**src/inc/timer8_pwm_consts.svh**
```systemverilog
`ifndef TIMER8_PWM_CONSTS_SVH
`define TIMER8_PWM_CONSTS_SVH

// ----------------------------------------------------------------------------
// Register offsets
// ----------------------------------------------------------------------------
`define WCA_OFFSET 8'h00
`define WCB_OFFSET 8'h01
`define CNT_OFFSET 8'h02
`define CMPA_OFFSET 8'h03
`define CMPB_OFFSET 8'h04
`define FLAGS_OFFSET 8'h05

// ----------------------------------------------------------------------------
// Reset values and field layout
// ----------------------------------------------------------------------------
`define WCA_RESET 8'h00
`define WCB_RESET 4'h0
`define WCA_WRITE_MASK 8'hF3
`define CHA_MODE_LSB 6
`define CHB_MODE_LSB 4
`define WGM_LOW_LSB 0
`define WCB_MODE_BIT2 3
`define FLAG_OVF_BIT 0
`define FLAG_MA_BIT 1
`define FLAG_MB_BIT 2

// ----------------------------------------------------------------------------
// Counter limits, mode and output mode codes
// ----------------------------------------------------------------------------
`define COUNT_BOTTOM 8'h00
`define COUNT_MAX 8'hFF
`define MODE_PC_FIXED 3'h1
`define MODE_CTC 3'h2
`define MODE_FAST_FIXED 3'h3
`define MODE_PC_VAR 3'h5
`define MODE_FAST_VAR 3'h7
`define COM_OFF 2'h0
`define COM_TOGGLE 2'h1
`define COM_NONINV 2'h2

// ----------------------------------------------------------------------------
// Prescale select codes and divider masks
// ----------------------------------------------------------------------------
`define PSC_SEL_DIV1 3'h1
`define PSC_SEL_DIV8 3'h2
`define PSC_SEL_DIV64 3'h3
`define PSC_SEL_DIV256 3'h4
`define PSC_SEL_DIV1024 3'h5
`define PSC_MASK_DIV1 10'h000
`define PSC_MASK_DIV8 10'h007
`define PSC_MASK_DIV64 10'h03F
`define PSC_MASK_DIV256 10'h0FF
`define PSC_MASK_DIV1024 10'h3FF

`endif

```
**src/inc/timer8_pwm_pkg.sv**
```systemverilog
package timer8_pwm_pkg;

  typedef struct packed {
    logic [7:0] addr;
    logic [7:0] wdata;
    logic wr;
    logic rd;
  } bus_req_t;

  typedef struct packed {
    logic value;
    logic enable;
  } pin_drive_t;

  typedef enum logic [1:0] {KIND_NORMAL, KIND_CTC, KIND_FAST, KIND_PHASE} wave_kind_t;

  typedef enum logic {DIR_UP, DIR_DOWN} count_dir_t;

endpackage

```
**src/hw/timer8_pwm.sv**
```systemverilog
`timescale 1ns/10ps
`include "timer8_pwm_consts.svh"
// Functional notes
// Modes 3 and 7 run single-slope fast PWM.
// Fast TOP is 0xFF or compare A.
// Fast count climbs to TOP, then clears.
// Fast inverting sets on match, clears BOTTOM.
// Output mode two non-inverted, three inverted.
// Fast PWM sets overflow at TOP.
// Fast toggle on A only with mode bit2.
// Fast second edge lands on TOP wrap.
// Fast extremes: spike at BOTTOM, constant at MAX.
// Fast toggle gives square wave, double-buffered.
// Modes 1 and 5 phase correct, TOP chosen.
// Phase correct up to TOP, then straight down.
// Phase correct clears up-match, sets down-match.
// Phase correct sets overflow at BOTTOM.
// Phase correct toggle on A only, bit2.
// Phase correct extremes give constant levels.
// Leaving MAX forces up-level at BOTTOM.
// Missed up-match forces transition at BOTTOM.
// Fully synchronous; tick is only an enable.
// Tick divides clock by 1..1024.
// Periods N*256 fast, N*510 phase.
// Control A layout, reserved zero, reset zero.
// Output mode nonzero overrides port; direction enables.
// Compare equal TOP acts at TOP instead.
// PWM compare updates at TOP, else immediately.
// Reset clears compare output registers.
module timer8_pwm
(
  input wire logic clock_i,
  input wire logic reset_i,
  input wire timer8_pwm_pkg::bus_req_t bus_req_i,
  output logic [7:0] rd_data_o,
  input wire logic [1:0] port_data_i,
  input wire logic [1:0] pin_dir_i,
  output timer8_pwm_pkg::pin_drive_t chan_a_pin_o,
  output timer8_pwm_pkg::pin_drive_t chan_b_pin_o
);
  import timer8_pwm_pkg::*;

  // --------------------------------------------------------------------------
  // Registers and decode
  // --------------------------------------------------------------------------
  logic [7:0] wca_reg;
  logic [3:0] wcb_reg;
  logic [7:0] count_reg;
  logic [7:0] count_next;
  count_dir_t dir_reg;
  count_dir_t dir_next;
  logic [2:0] flags_reg;
  logic [2:0] flags_set;
  logic block_reg;
  logic [9:0] psc_reg;
  logic [7:0] rd_value;
  logic wr_wca;
  logic wr_wcb;
  logic wr_cnt;
  logic wr_flags;
  logic [2:0] mode_sel;
  wave_kind_t wave_kind;
  logic pwm_mode;
  logic [7:0] top_value;
  logic at_top;
  logic at_bottom;
  logic [2:0] psc_sel;
  logic [9:0] psc_mask;
  logic psc_run;
  logic timer_tick;
  logic ovf_event;
  logic load_point;

  assign wr_wca = bus_req_i.wr && (bus_req_i.addr == `WCA_OFFSET);
  assign wr_wcb = bus_req_i.wr && (bus_req_i.addr == `WCB_OFFSET);
  assign wr_cnt = bus_req_i.wr && (bus_req_i.addr == `CNT_OFFSET);
  assign wr_flags = bus_req_i.wr && (bus_req_i.addr == `FLAGS_OFFSET);

  // --------------------------------------------------------------------------
  // Mode and TOP selection
  // --------------------------------------------------------------------------
  assign mode_sel = {wcb_reg[`WCB_MODE_BIT2], wca_reg[`WGM_LOW_LSB +: 2]};
  assign wave_kind = (mode_sel == `MODE_FAST_FIXED || mode_sel == `MODE_FAST_VAR) ? KIND_FAST :
                     (mode_sel == `MODE_PC_FIXED || mode_sel == `MODE_PC_VAR) ? KIND_PHASE :
                     (mode_sel == `MODE_CTC) ? KIND_CTC : KIND_NORMAL;
  assign pwm_mode = (wave_kind == KIND_FAST) || (wave_kind == KIND_PHASE);
  // Variable TOP comes from the active (buffered) compare A value.
  assign top_value = (mode_sel[2] || wave_kind == KIND_CTC) ? chan_gen[0].cmp_act_reg : `COUNT_MAX;
  assign at_top = (count_reg == top_value);
  assign at_bottom = (count_reg == `COUNT_BOTTOM);

  // --------------------------------------------------------------------------
  // Prescaler
  // --------------------------------------------------------------------------
  // The divider is free running, so a new factor takes effect at the next
  // aligned boundary rather than restarting the division.
  assign psc_sel = wcb_reg[2:0];
  assign psc_run = (psc_sel >= `PSC_SEL_DIV1) && (psc_sel <= `PSC_SEL_DIV1024);
  assign psc_mask = (psc_sel == `PSC_SEL_DIV8) ? `PSC_MASK_DIV8 :
                    (psc_sel == `PSC_SEL_DIV64) ? `PSC_MASK_DIV64 :
                    (psc_sel == `PSC_SEL_DIV256) ? `PSC_MASK_DIV256 :
                    (psc_sel == `PSC_SEL_DIV1024) ? `PSC_MASK_DIV1024 : `PSC_MASK_DIV1;
  assign timer_tick = psc_run && ((psc_reg & psc_mask) == psc_mask);

  always_ff @(posedge clock_i or posedge reset_i)
  begin
    if (reset_i)
      psc_reg <= 10'h000;
    else
      psc_reg <= psc_reg + 10'h001;
  end

  // --------------------------------------------------------------------------
  // Counter
  // --------------------------------------------------------------------------
  always_comb
  begin
    count_next = count_reg;
    dir_next = dir_reg;
    if (wr_cnt)
      count_next = bus_req_i.wdata;
    else if (timer_tick && wave_kind == KIND_PHASE)
    begin
      if (dir_reg == DIR_UP && at_top)
      begin
        dir_next = DIR_DOWN;
        count_next = count_reg - 8'h01;
      end
      else if (dir_reg == DIR_DOWN && at_bottom)
      begin
        dir_next = DIR_UP;
        count_next = count_reg + 8'h01;
      end
      else
        count_next = (dir_reg == DIR_UP) ? count_reg + 8'h01 : count_reg - 8'h01;
    end
    else if (timer_tick)
      count_next = at_top ? `COUNT_BOTTOM : count_reg + 8'h01;
    if (!pwm_mode)
      dir_next = DIR_UP;
  end

  assign ovf_event = timer_tick && ((wave_kind == KIND_FAST) ? at_top :
                     (wave_kind == KIND_PHASE) ? (dir_reg == DIR_DOWN && at_bottom) :
                     (count_reg == `COUNT_MAX));
  assign load_point = pwm_mode ? (timer_tick && at_top) : 1'b1;

  always_ff @(posedge clock_i or posedge reset_i)
  begin
    if (reset_i)
    begin
      count_reg <= `COUNT_BOTTOM;
      dir_reg <= DIR_UP;
    end
    else
    begin
      count_reg <= count_next;
      dir_reg <= dir_next;
    end
  end

  // A counter write blocks compare matches until the next tick has passed.
  always_ff @(posedge clock_i or posedge reset_i)
  begin
    if (reset_i)
      block_reg <= 1'b0;
    else if (wr_cnt)
      block_reg <= 1'b1;
    else if (timer_tick)
      block_reg <= 1'b0;
  end

  // --------------------------------------------------------------------------
  // Control and flag registers
  // --------------------------------------------------------------------------
  always_ff @(posedge clock_i or posedge reset_i)
  begin
    if (reset_i)
    begin
      wca_reg <= `WCA_RESET;
      wcb_reg <= `WCB_RESET;
    end
    else
    begin
      if (wr_wca)
        wca_reg <= bus_req_i.wdata & `WCA_WRITE_MASK;
      if (wr_wcb)
        wcb_reg <= bus_req_i.wdata[3:0];
    end
  end

  assign flags_set = {chan_gen[1].match, chan_gen[0].match, ovf_event};

  // Writing one clears a flag; a flag event in the same cycle wins.
  always_ff @(posedge clock_i or posedge reset_i)
  begin
    if (reset_i)
      flags_reg <= 3'h0;
    else
      flags_reg <= (flags_reg & ~(wr_flags ? bus_req_i.wdata[2:0] : 3'h0)) | flags_set;
  end

  // --------------------------------------------------------------------------
  // Compare channels
  // --------------------------------------------------------------------------
  for (genvar ch = 0; ch < 2; ch++)
  begin : chan_gen
    localparam int MODE_LSB = (ch == 0) ? `CHA_MODE_LSB : `CHB_MODE_LSB;
    localparam logic [7:0] CMP_OFFSET = (ch == 0) ? `CMPA_OFFSET : `CMPB_OFFSET;
    logic [7:0] cmp_buf_reg;
    logic [7:0] cmp_act_reg;
    logic oc_reg;
    logic oc_next;
    logic up_done_reg;
    logic [1:0] out_mode;
    logic match;
    logic top_case;
    logic toggle_ok;
    logic counting_up;
    pin_drive_t pin_reg;

    assign out_mode = wca_reg[MODE_LSB +: 2];
    assign match = timer_tick && !block_reg && (count_reg == cmp_act_reg);
    assign top_case = pwm_mode && out_mode[1] && (cmp_act_reg == top_value);
    // Only channel A may toggle in the PWM modes, and only with mode bit 2.
    assign toggle_ok = (out_mode == `COM_TOGGLE) && (!pwm_mode || (ch == 0 && mode_sel[2]));
    // A match at BOTTOM opens the up slope.
    assign counting_up = (dir_reg == DIR_UP) || at_bottom;

    always_comb
    begin
      oc_next = oc_reg;
      if (wave_kind == KIND_FAST && out_mode[1])
      begin
        if (timer_tick && at_top)
          oc_next = ~out_mode[0];
        else if (match)
          oc_next = out_mode[0];
      end
      else if (wave_kind == KIND_PHASE && out_mode[1])
      begin
        if (timer_tick && dir_reg == DIR_DOWN && at_bottom && !top_case && !up_done_reg)
          oc_next = out_mode[0];
        if (top_case)
        begin
          if (timer_tick && at_top)
            oc_next = ~out_mode[0];
        end
        else if (match)
          oc_next = counting_up ? out_mode[0] : ~out_mode[0];
      end
      else if (toggle_ok && match)
        oc_next = ~oc_reg;
      else if (!pwm_mode && out_mode[1] && match)
        oc_next = out_mode[0];
    end

    always_ff @(posedge clock_i or posedge reset_i)
    begin
      if (reset_i)
      begin
        cmp_buf_reg <= `COUNT_BOTTOM;
        cmp_act_reg <= `COUNT_BOTTOM;
        oc_reg <= 1'b0;
        up_done_reg <= 1'b0;
        pin_reg <= '0;
      end
      else
      begin
        if (bus_req_i.wr && bus_req_i.addr == CMP_OFFSET)
          cmp_buf_reg <= bus_req_i.wdata;
        if (load_point)
          cmp_act_reg <= cmp_buf_reg;
        oc_reg <= oc_next;
        if (timer_tick && dir_reg == DIR_DOWN && at_bottom)
          up_done_reg <= match;
        else if (match && counting_up && !top_case)
          up_done_reg <= 1'b1;
        pin_reg.value <= (out_mode != `COM_OFF) ? oc_reg : port_data_i[ch];
        pin_reg.enable <= pin_dir_i[ch];
      end
    end
  end

  assign chan_a_pin_o = chan_gen[0].pin_reg;
  assign chan_b_pin_o = chan_gen[1].pin_reg;

  // --------------------------------------------------------------------------
  // Read port
  // --------------------------------------------------------------------------
  assign rd_value = (bus_req_i.addr == `WCA_OFFSET) ? wca_reg :
                    (bus_req_i.addr == `WCB_OFFSET) ? {4'h0, wcb_reg} :
                    (bus_req_i.addr == `CNT_OFFSET) ? count_reg :
                    (bus_req_i.addr == `CMPA_OFFSET) ? chan_gen[0].cmp_buf_reg :
                    (bus_req_i.addr == `CMPB_OFFSET) ? chan_gen[1].cmp_buf_reg :
                    (bus_req_i.addr == `FLAGS_OFFSET) ? {5'h00, flags_reg} : 8'h00;

  always_ff @(posedge clock_i or posedge reset_i)
  begin
    if (reset_i)
      rd_data_o <= 8'h00;
    else
      rd_data_o <= bus_req_i.rd ? rd_value : 8'h00;
  end
endmodule // timer8_pwm

```
**config.mk**
```make
export PLATFORM = sky130hd
export DESIGN_NAME = timer8_pwm
export DESIGN_NICKNAME = d
export VERILOG_FILES = /design/src/inc/timer8_pwm_pkg.sv /design/src/hw/timer8_pwm.sv
export VERILOG_INCLUDE_DIRS = /design/src /design/src/inc
export SDC_FILE = /design/constraint.sdc
export NUM_CORES = 1
export LEC_CHECK = 0
export BUFFER_PORTS_ARGS = -buffer_cell sky130_fd_sc_hd__buf_2
export CAP_MARGIN = 20
export CORE_MARGIN = 10
export CORE_UTILIZATION = 50
export CTS_CLUSTER_SIZE = 8
export DETAILED_ROUTE_END_ITERATION = 6
export HOLD_SLACK_MARGIN = 0.12
export PLACE_DENSITY = 0.68
export SKIP_CTS_REPAIR_TIMING = 1
export SYNTH_ARGS = -nofsm -noshare
export SYNTH_HDL_FRONTEND = slang
export SYNTH_SLANG_ARGS = --single-unit
export TNS_END_PERCENT = 5
```
**constraint.sdc**
```tcl
create_clock -name clock_i -period 2.6 [get_ports clock_i]
set_input_delay 0.52 -clock clock_i [delete_from_list [all_inputs] [get_ports clock_i]]
set_output_delay 0.52 -clock clock_i [all_outputs]
set_load 0.01 [all_outputs]
```
==> flow_summary.yaml, run 1 <==
run:
  drv_cap: 0
clock_tree:
  clock-root-buffer: "clkbuf_8"
  clockBufferDepth: 2
  cts.sinks: 81
  cts_tree: "yes"
  clkTransAtPathRegs_ps: 90
  insertion_delay_ps: 360
  cts_buffers: 9
  cts_max_level: 3
placement:
  dp_hpwl_um: 10740
  gp_routability_congestion: 0.9506
  numPlacedInstances: 682
  port-buffer-count: 35
global_route:
  grt_max_degree: 64
  grt_usage_pct: 19.83
  antenna_found_initial: 0
  first_global_vias: 4249
  grt_pass1_wl_um: 22510
  overflow: 0
logic_synthesis:
  ys_types: 63
  synth_seq_cells: 81
  synth-edff-count: 0
  ys_seq_area_share_pct: 42.10
  ys_async_sr_fraction_pct: 100.0
  syn_nets: 528
  synth.avg_cell_area_um2: 9.610
  synth_flop_cell: "dfrtp_1"
  syn-cell-area_um2: 4815
  synthCells: 501
  ys_warn_count: 0
floorplanning:
  die_w_um: 118.1
  core-area_um2: 9328
  start_util_pct: 51.62
  dieArea_um2: 13950
  rows: 35
  die_height_um: 118.1
  pin_count: 36
timing:
  drv_slew: 0
  rsz0062_at_grt: "yes"
  max_freq_mhz: 399.3
  report.final.hold_viol_count: 0
  timing.final.crit_share_pct: 96.31
  skew_ps: 9.240
  slew_headroom_pct: 64.18
  worst_slew_pin_slew_ps: 535.4
  final.min_clock_period_ps: 2504
  setup_viol: 0
drt:
  wirelength_um: 14070
  wl_per_cell_um: 20.15
  routed_via_density: 6.054
  antenna_left: 0
  drt_first_pass_iters: 5
  drt_iter0_markers: 359
  vias: 4226
  drcViolationCount: 0
final_layout:
  final_common_cell: "dfrtp_1"
  fillers: 820
  fin_cells: 698
  drive_gt1_share_pct: 27.77
  fin_util_pct: 60.03
  area_growth_pct: 16.29
  diodes: 0
  nNetsFinal: 591
  final_cell_mix: "79 x dfrtp_1, 54 x nand2_1, 43 x buf_4, 41 x mux2_2, 35 x buf_2"
worst_setup_path:
  crit_family: "compound AO/OA/AOI/OAI gates"
  arrival_ps: 2780
  critPathMaxFanout: 8
  slowest_stage: "dfrtp_1"
  crit_chain: "nand2b_4 > a21oi_1 > xor2_1 > o211ai_4 > o31a_1 > buf_4 > or3_1 > a211o_1 > o211ai_1"
  required_ps: 2880
  cpPeakStageDelay_ps: 410
  critPathKind: "flop to flop"
  crit_buf_inv: 1
  startpoint_type: "flop"
  crit_path_end_kind: "flop"
power:
  total_power_uw: 3580
  irDropWorstVdd_mv: 0.3772
  p_leak_uw: 0.002482
  p_per_area_nw_per_um2: 639.4
status:
  run_status: "finished clean"
hold_path:
  hold_class: "primary input to asynchronous set/reset pin"
## synth_stat cells (all sizes together) (6+ instances only)
cell	instances	area, um^2
dfrtp	81	2027
a21oi	21	105.1
buf	9	55.04
mux2	43	484.2
a22oi	8	60.06
nand3	15	75.07
nand4	10	62.56
o211ai	9	81.33
nor2b	10	62.56
xnor2	20	175.2
nor3	12	65.06
and2	9	56.30
mux2i	14	140.1
nor2	33	123.9
clkbuf	19	72.56
and3	6	37.54
inv	13	48.80
nand2	54	202.7
nor4	6	50.04
o21ai	24	120.1
nand2b	7	51.30
## stage by stage
| step | setup TNS [ps] | setup WS, ps | hold slack, ps | cell area, um^2 |
|---|---|---|---|---|
| 3_3_place_gp | -11.56 | -11.56 | 426.6 | 5390 |
| 5_1_grt | -6.688 | -6.688 | 186.8 | 5599 |
| 2_1_floorplan | 0 | 41.40 | 414.3 | 4818 |
| 3_5_place_dp | 0 | 5.201 | 435.3 | 5390 |
| 6_report | 0 | 95.84 | 162.8 | 5599 |
| 4_1_cts | -22.07 | -22.07 | 179.3 | 5568 |
## report_power, final
part	internal, uW	switching, uW	leakage (uW)
combinational	494	646	0.00133
clock	358	518	0.0000835
sequential	1360	201	0.00107
## per-layer routing
layer,track usage [%],part of all wire (%),vias up
li1,-,-,1959
met1,27.24,45,2046
met2,30.29,44,200
met3,3.950,7.7,21
met4,7.032,2.4,0
met5,0,0,-
## worst paths after layout
path / start / endpoint / slack, ps / cells past startpoint
max: wca_reg[0] / count_reg[4] / 100 / 9
min: reset_i / chan_gen[0].oc_reg / 160 / 2
max reg2reg: wca_reg[0] / count_reg[4] / 100 / 9
min reg2reg: psc_reg[0] / psc_reg[0] / 440 / 1
max in group asynchronous: reset_i / chan_gen[0].cmp_act_reg[7] / 1770 / 3
min in group clock_i: pin_dir_i[1] / chan_b_pin_o[0] / 260 / 1
## logic make-up (layout without fill, tap and decap cells)
family / Yosys count / count (layout) / synth area share (%)
simple gates: 178 / 178 / 19.05
compound gates: 116 / 116 / 16.89
flops: 81 / 81 / 42.10
mux: 57 / 57 / 12.97
buf+inv: 41 / 109 / 3.664
xor+xnor: 25 / 25 / 4.548
fa+ha+maj: 3 / 3 / 0.7797
## worst register-to-register path, stage by stage, from the launching register on
cell,delay [ps]
dfrtp_1,410
nand2b_4,170
a21oi_1,180
xor2_1,280
o211ai_4,160
o31a_1,330
buf_4,170
or3_1,330
a211o_1,310
o211ai_1,90
## layout make-up
cell class	count	area (um^2)	area share (%)
clock inverter	6	50.05	0.8939
tap	129	161.4	2.883
inverter	13	52.55	0.9385
multi-input combinational	379	2640	47.15
clock buffer	10	127.6	2.279
timing repair buffer	80	538.0	9.609
sequential	81	2029	36.25
Power figures use the tool's default switching activity.
==> run 2: changes to the inputs <==
--- a/config.mk
+++ b/config.mk
@@ -14,6 +14,7 @@
 export DETAILED_ROUTE_END_ITERATION = 6
 export HOLD_SLACK_MARGIN = 0.12
 export PLACE_DENSITY = 0.68
+export SETUP_SLACK_MARGIN = 0.3
 export SKIP_CTS_REPAIR_TIMING = 1
 export SYNTH_ARGS = -nofsm -noshare
 export SYNTH_HDL_FRONTEND = slang
==> flow_summary.yaml, run 2 (same netlist as run 1, synthesis figures left out) <==
status:
  run_status: "finished clean"
final_layout:
  fin_cells: 708
  final_cell_mix: "79 x dfrtp_1, 53 x nand2_1, 52 x buf_4, 41 x mux2_2, 35 x buf_2"
  drive_gt1_share_pct: 29.88
  area_growth_pct: 18.84
  design_area_um2: 5722
  final_common_cell: "dfrtp_1"
  fin_util_pct: 61.34
  diodes: 0
  nNetsFinal: 601
worst_setup_path:
  critPathMaxFanout: 8
  crit_path_end_kind: "flop"
  arrival_ps: 2790
  critPathKind: "flop to flop"
  startpoint_type: "flop"
  required_ps: 2890
drt:
  m1WireLength_um: 6360
  routed_via_density: 6.106
  drt_first_pass_iters: 5
  drt_iter0_markers: 349
  drcViolationCount: 0
  met3_length_um: 1074
  dr.max_layer_used: "met4"
  wl_per_cell_um: 20.06
  met2WireLength_um: 6402
  wirelength_um: 14200
  antenna_left: 0
  vias: 4323
timing:
  report.final.hold_viol_count: 0
  setup_viol: 0
  rsz0062_at_grt: "yes"
  slew_headroom_pct: 65.01
  tns_ps: 0
  skew_ps: 9.602
  drv_slew: 0
  final.min_clock_period_ps: 2494
  max_freq_mhz: 401.0
  timing.final.crit_share_pct: 95.92
  worst_slew_pin_slew_ps: 523.0
clock_tree:
  clkTransAtPathRegs_ps: 90
  cts.sinks: 81
  clock-root-buffer: "clkbuf_8"
  cts_max_level: 3
  insertion_delay_ps: 360
  clockBufferDepth: 2
  cts_buffers: 9
  cts_tree: "yes"
placement:
  numPlacedInstances: 682
  dpl_cell_area_um2: 5390
  dp_hpwl_um: 10740
  port-buffer-count: 35
  gp_routability_congestion: 0.9506
global_route:
  grt_usage_pct: 19.83
  grt_max_degree: 64
  overflow: 0
  grt_pass1_wl_um: 22510
  first_global_vias: 4249
  antenna_found_initial: 0
floorplanning:
  pin_count: 36
  start_util_pct: 51.62
  dieArea_um2: 13950
  rows: 35
  die_height_um: 118.1
  die_w_um: 118.1
  core-area_um2: 9328
run:
  drv_cap: 0
power:
  total_power_uw: 3741
  p_leak_uw: 0.002538
  p_per_area_nw_per_um2: 653.8
  irDropWorstVdd_mv: 0.3819
hold_path:
  hold_class: "primary input to asynchronous set/reset pin"
## run 2: cell count changes in the layout (fill, tap and decap cells not counted), sizes merged
cell / before / now
buf: 80 / 90
## run 2: path summary, 6_finish.rpt
path,startpoint,slack [ps],to,depth (start not counted)
setup / recovery,count_reg[1],110,count_reg[7],8
hold / removal,reset_i,170,chan_gen[0].oc_reg,2
setup reg to reg,count_reg[1],110,count_reg[7],8
hold reg to reg,psc_reg[0],440,psc_reg[0],1
max in group asynchronous,reset_i,1770,chan_gen[0].cmp_act_reg[7],3
min in group clock_i,pin_dir_i[1],260,chan_b_pin_o[0],1
## run 2: power by group
group,internal [uW],switching (uW),total [uW]
Clock,358,516,874
Combinational,601,707,1310
Sequential,1360,196,1560
Total,2320,1420,3740
## run 2: critical path, cell delays in order, from the launching register on
cell,delay [ps]
dfrtp_2,470
xnor2_2,210
o221ai_4,160
nor3b_4,260
o211ai_4,150
o31ai_1,390
a21oi_1,160
or4_1,530
nand3_1,100
## run 2: metal layers
layer	GRT usage, %	up-vias
met5	0	-
met4	7.032	0
met3	3.950	27
met2	30.29	204
met1	27.24	2114
li1	-	1978
## run 2: final cells by class
class	count	area, um^2
fill	795	3606
multi-input combinational	379	2684
sequential	81	2029
timing repair buffer	90	616.8
tap	129	161.4
clock buffer	10	127.6
inverter	13	52.55
clock inverter	6	50.05
## run 2: through the flow
step,hold slack [ps],setup slack [ps]
5_1_grt,186.8,36.71
6_report,166.1,106.1
4_1_cts,179.3,-22.07
3_5_place_dp,435.3,5.201
3_3_place_gp,426.6,-11.56
2_1_floorplan,414.3,41.40
==> run 3: changes to the inputs <==
--- a/config.mk
+++ b/config.mk
@@ -6,6 +6,7 @@
 export SDC_FILE = /design/constraint.sdc
 export NUM_CORES = 1
 export LEC_CHECK = 0
+export ABC_AREA = 1
 export BUFFER_PORTS_ARGS = -buffer_cell sky130_fd_sc_hd__buf_2
 export CAP_MARGIN = 20
 export CORE_MARGIN = 10
@@ -13,7 +14,7 @@
 export CTS_CLUSTER_SIZE = 8
 export DETAILED_ROUTE_END_ITERATION = 6
 export HOLD_SLACK_MARGIN = 0.12
-export PLACE_DENSITY = 0.68
+export PLACE_DENSITY = 0.72
 export SETUP_SLACK_MARGIN = 0.3
 export SKIP_CTS_REPAIR_TIMING = 1
 export SYNTH_ARGS = -nofsm -noshare
==> flow_summary.yaml, run 3 <==
drt:
  routed_via_density: 5.626
  wl_per_cell_um: 18.24
  wirelength_um: 15170
  drcViolationCount: 0
  vias: 4681
  drt_iter0_markers: 459
  antenna_left: 0
  drt_first_pass_iters: 7
final_layout:
  design_area_um2: 5524
  multi_input_comb_area_um2: 2462
  nNetsFinal: 721
  area_growth_pct: 12.54
  final_cell_mix: "161 x nand2_1, 80 x dfrtp_1, 78 x inv_1, 62 x nor2_1, 52 x nand3_1"
  fillers: 949
  regArea_um2: 2028
  final_common_cell: "nand2_1"
  drive_gt1_share_pct: 13.45
  diodes: 0
power:
  total_power_uw: 3569
  p_per_area_nw_per_um2: 646.0
  irDropWorstVdd_mv: 0.3720
  p_leak_uw: 0.002685
worst_setup_path:
  startpoint_type: "flop"
  crit_chain: "inv_2 > ha_1 > nand3_1 > nor2_1 > inv_1 > nand2_1 > inv_1 > nor2_1 > o21ai_0 > nand2_1 > nand2_1 > nand3_1 > a21oi_1"
  crit_path_end_kind: "flop"
  slowest_stage: "dfrtp_1"
  critPathKind: "flop to flop"
  crit_top_cell: "nand2_1"
  critPathMaxFanout: 7
  required_ps: 2850
  cpPeakStageDelay_ps: 410
  arrival_ps: 2490
floorplanning:
  start_util_pct: 50.68
  core-area_um2: 9684
  rows: 36
  die_height_um: 119.1
  pin_count: 36
  die_w_um: 119.1
  dieArea_um2: 14180
clock_tree:
  cts_tree: "yes"
  cts_buffers: 9
  clock-root-buffer: "clkbuf_8"
  cts.sinks: 81
  clockBufferDepth: 2
  clkTransAtPathRegs_ps: 90
  insertion_delay_ps: 370
  cts_max_level: 3
placement:
  dpl_cell_area_um2: 5285
  port-buffer-count: 35
  gp_routability_congestion: 0.9944
  dp_hpwl_um: 11740
logic_synthesis:
  synth-edff-count: 0
  syn-cell-area_um2: 4908
  ys_types: 47
  synth.area.top_cells: "dfrtp_1 41%, nand2_1 12%, inv_1 6.0%"
  synthCells: 648
  synth_top_area_share_pct: 41.29
  synth.avg_cell_area_um2: 7.575
  synth_top_cell_by_area: "dfrtp_1"
  synthTopCellsByCount: "161 x nand2_1, 81 x dfrtp_1, 79 x inv_1"
  syn_nets: 675
  ys_warn_count: 0
  synth_seq_cells: 81
  ys_seq_area_share_pct: 41.29
  ys_async_sr_fraction_pct: 100.0
  yosysMostFrequentCell: "nand2_1"
  synth_flop_cell: "dfrtp_1"
timing:
  worst_slew_pin_slew_ps: 491.8
  rsz0062_at_grt: "yes"
  timing.final.crit_share_pct: 85.88
  setup_viol: 0
  slew_headroom_pct: 67.04
  skew_ps: 8.953
  max_freq_mhz: 447.8
  final.min_clock_period_ps: 2233
  tns_ps: 0
  drv_slew: 0
  fin_hold_ws_ps: 156.6
  report.final.hold_viol_count: 0
global_route:
  grt_usage_pct: 21.34
  grt_max_degree: 43
  grt_pass1_wl_um: 24000
  antenna_found_initial: 0
  first_global_vias: 4566
  overflow: 0
hold_path:
  hold_class: "primary input to asynchronous set/reset pin"
status:
  run_status: "finished clean"
run:
  drv_cap: 0
run 3: cell type report:
cell class / instances / area share, %
clock buffers: 12 / 2.809
clock inverters: 4 / 1.359
inverters: 83 / 6.093
multi-input cells: 469 / 44.58
flip-flops and latches: 81 / 36.72
well taps: 133 / 3.012
repair buffers: 50 / 5.436
run 3: report_power, final:
group / switching (uW) / internal (uW) / leakage [uW]
clock network: 491 / 594 / 0.000109
logic: 661 / 361 / 0.00150
registers: 103 / 1360 / 0.00107
run 3: cells by family (layout without fill, tap and decap cells):
kind of cell	Yosys count	in the layout	share of synthesized area (%)
XOR/XNOR	31	31	5.531
adder cells (fa/ha/maj)	3	3	0.7648
buffers and inverters	98	149	8.692
AND/OR/NAND/NOR	318	318	29.26
AO/OA/AOI/OAI	110	110	12.90
multiplexers	7	7	1.555
flip-flops	81	81	41.29
run 3: path summary, 6_finish.rpt:
check,from,to,slack [ps],cells after the start
max,count_reg[0],chan_gen[0].oc_reg,370,13
min,reset_i,chan_gen[1].cmp_act_reg[6],160,2
max reg2reg,count_reg[0],chan_gen[0].oc_reg,370,13
min reg2reg,psc_reg[0],psc_reg[0],450,1
max in group asynchronous,reset_i,wca_reg[4],1730,4
min in group clock_i,pin_dir_i[1],chan_b_pin_o[0],250,1
run 3: metrics by stage:
stage                     util (%)  std cells  setup WS [ps]
after floorplan                  -        648          742.5
after global placement       54.57        816          333.4
after detailed placement     54.57        816          288.2
after CTS                    56.95        832          358.9
after global routing         57.04        832          254.2
final                        57.04        832          367.1
run 3: per-layer routing:
layer	part of all wire [%]	global-route usage, %	vias up
li1	-	-	2204
met1	42	26.80	2237
met2	45	33.20	190
met3	7.0	4.487	50
met4	5.1	12.60	0
met5	0	0	-
run 3: worst max-delay path, delay by kind of cell (launching register included):
kind | cells | cell delay [ps]
buf+inv | 3 | 350
fa+ha+maj | 1 | 200
compound gates | 2 | 170
simple gates | 7 | 990
flops | 1 | 410
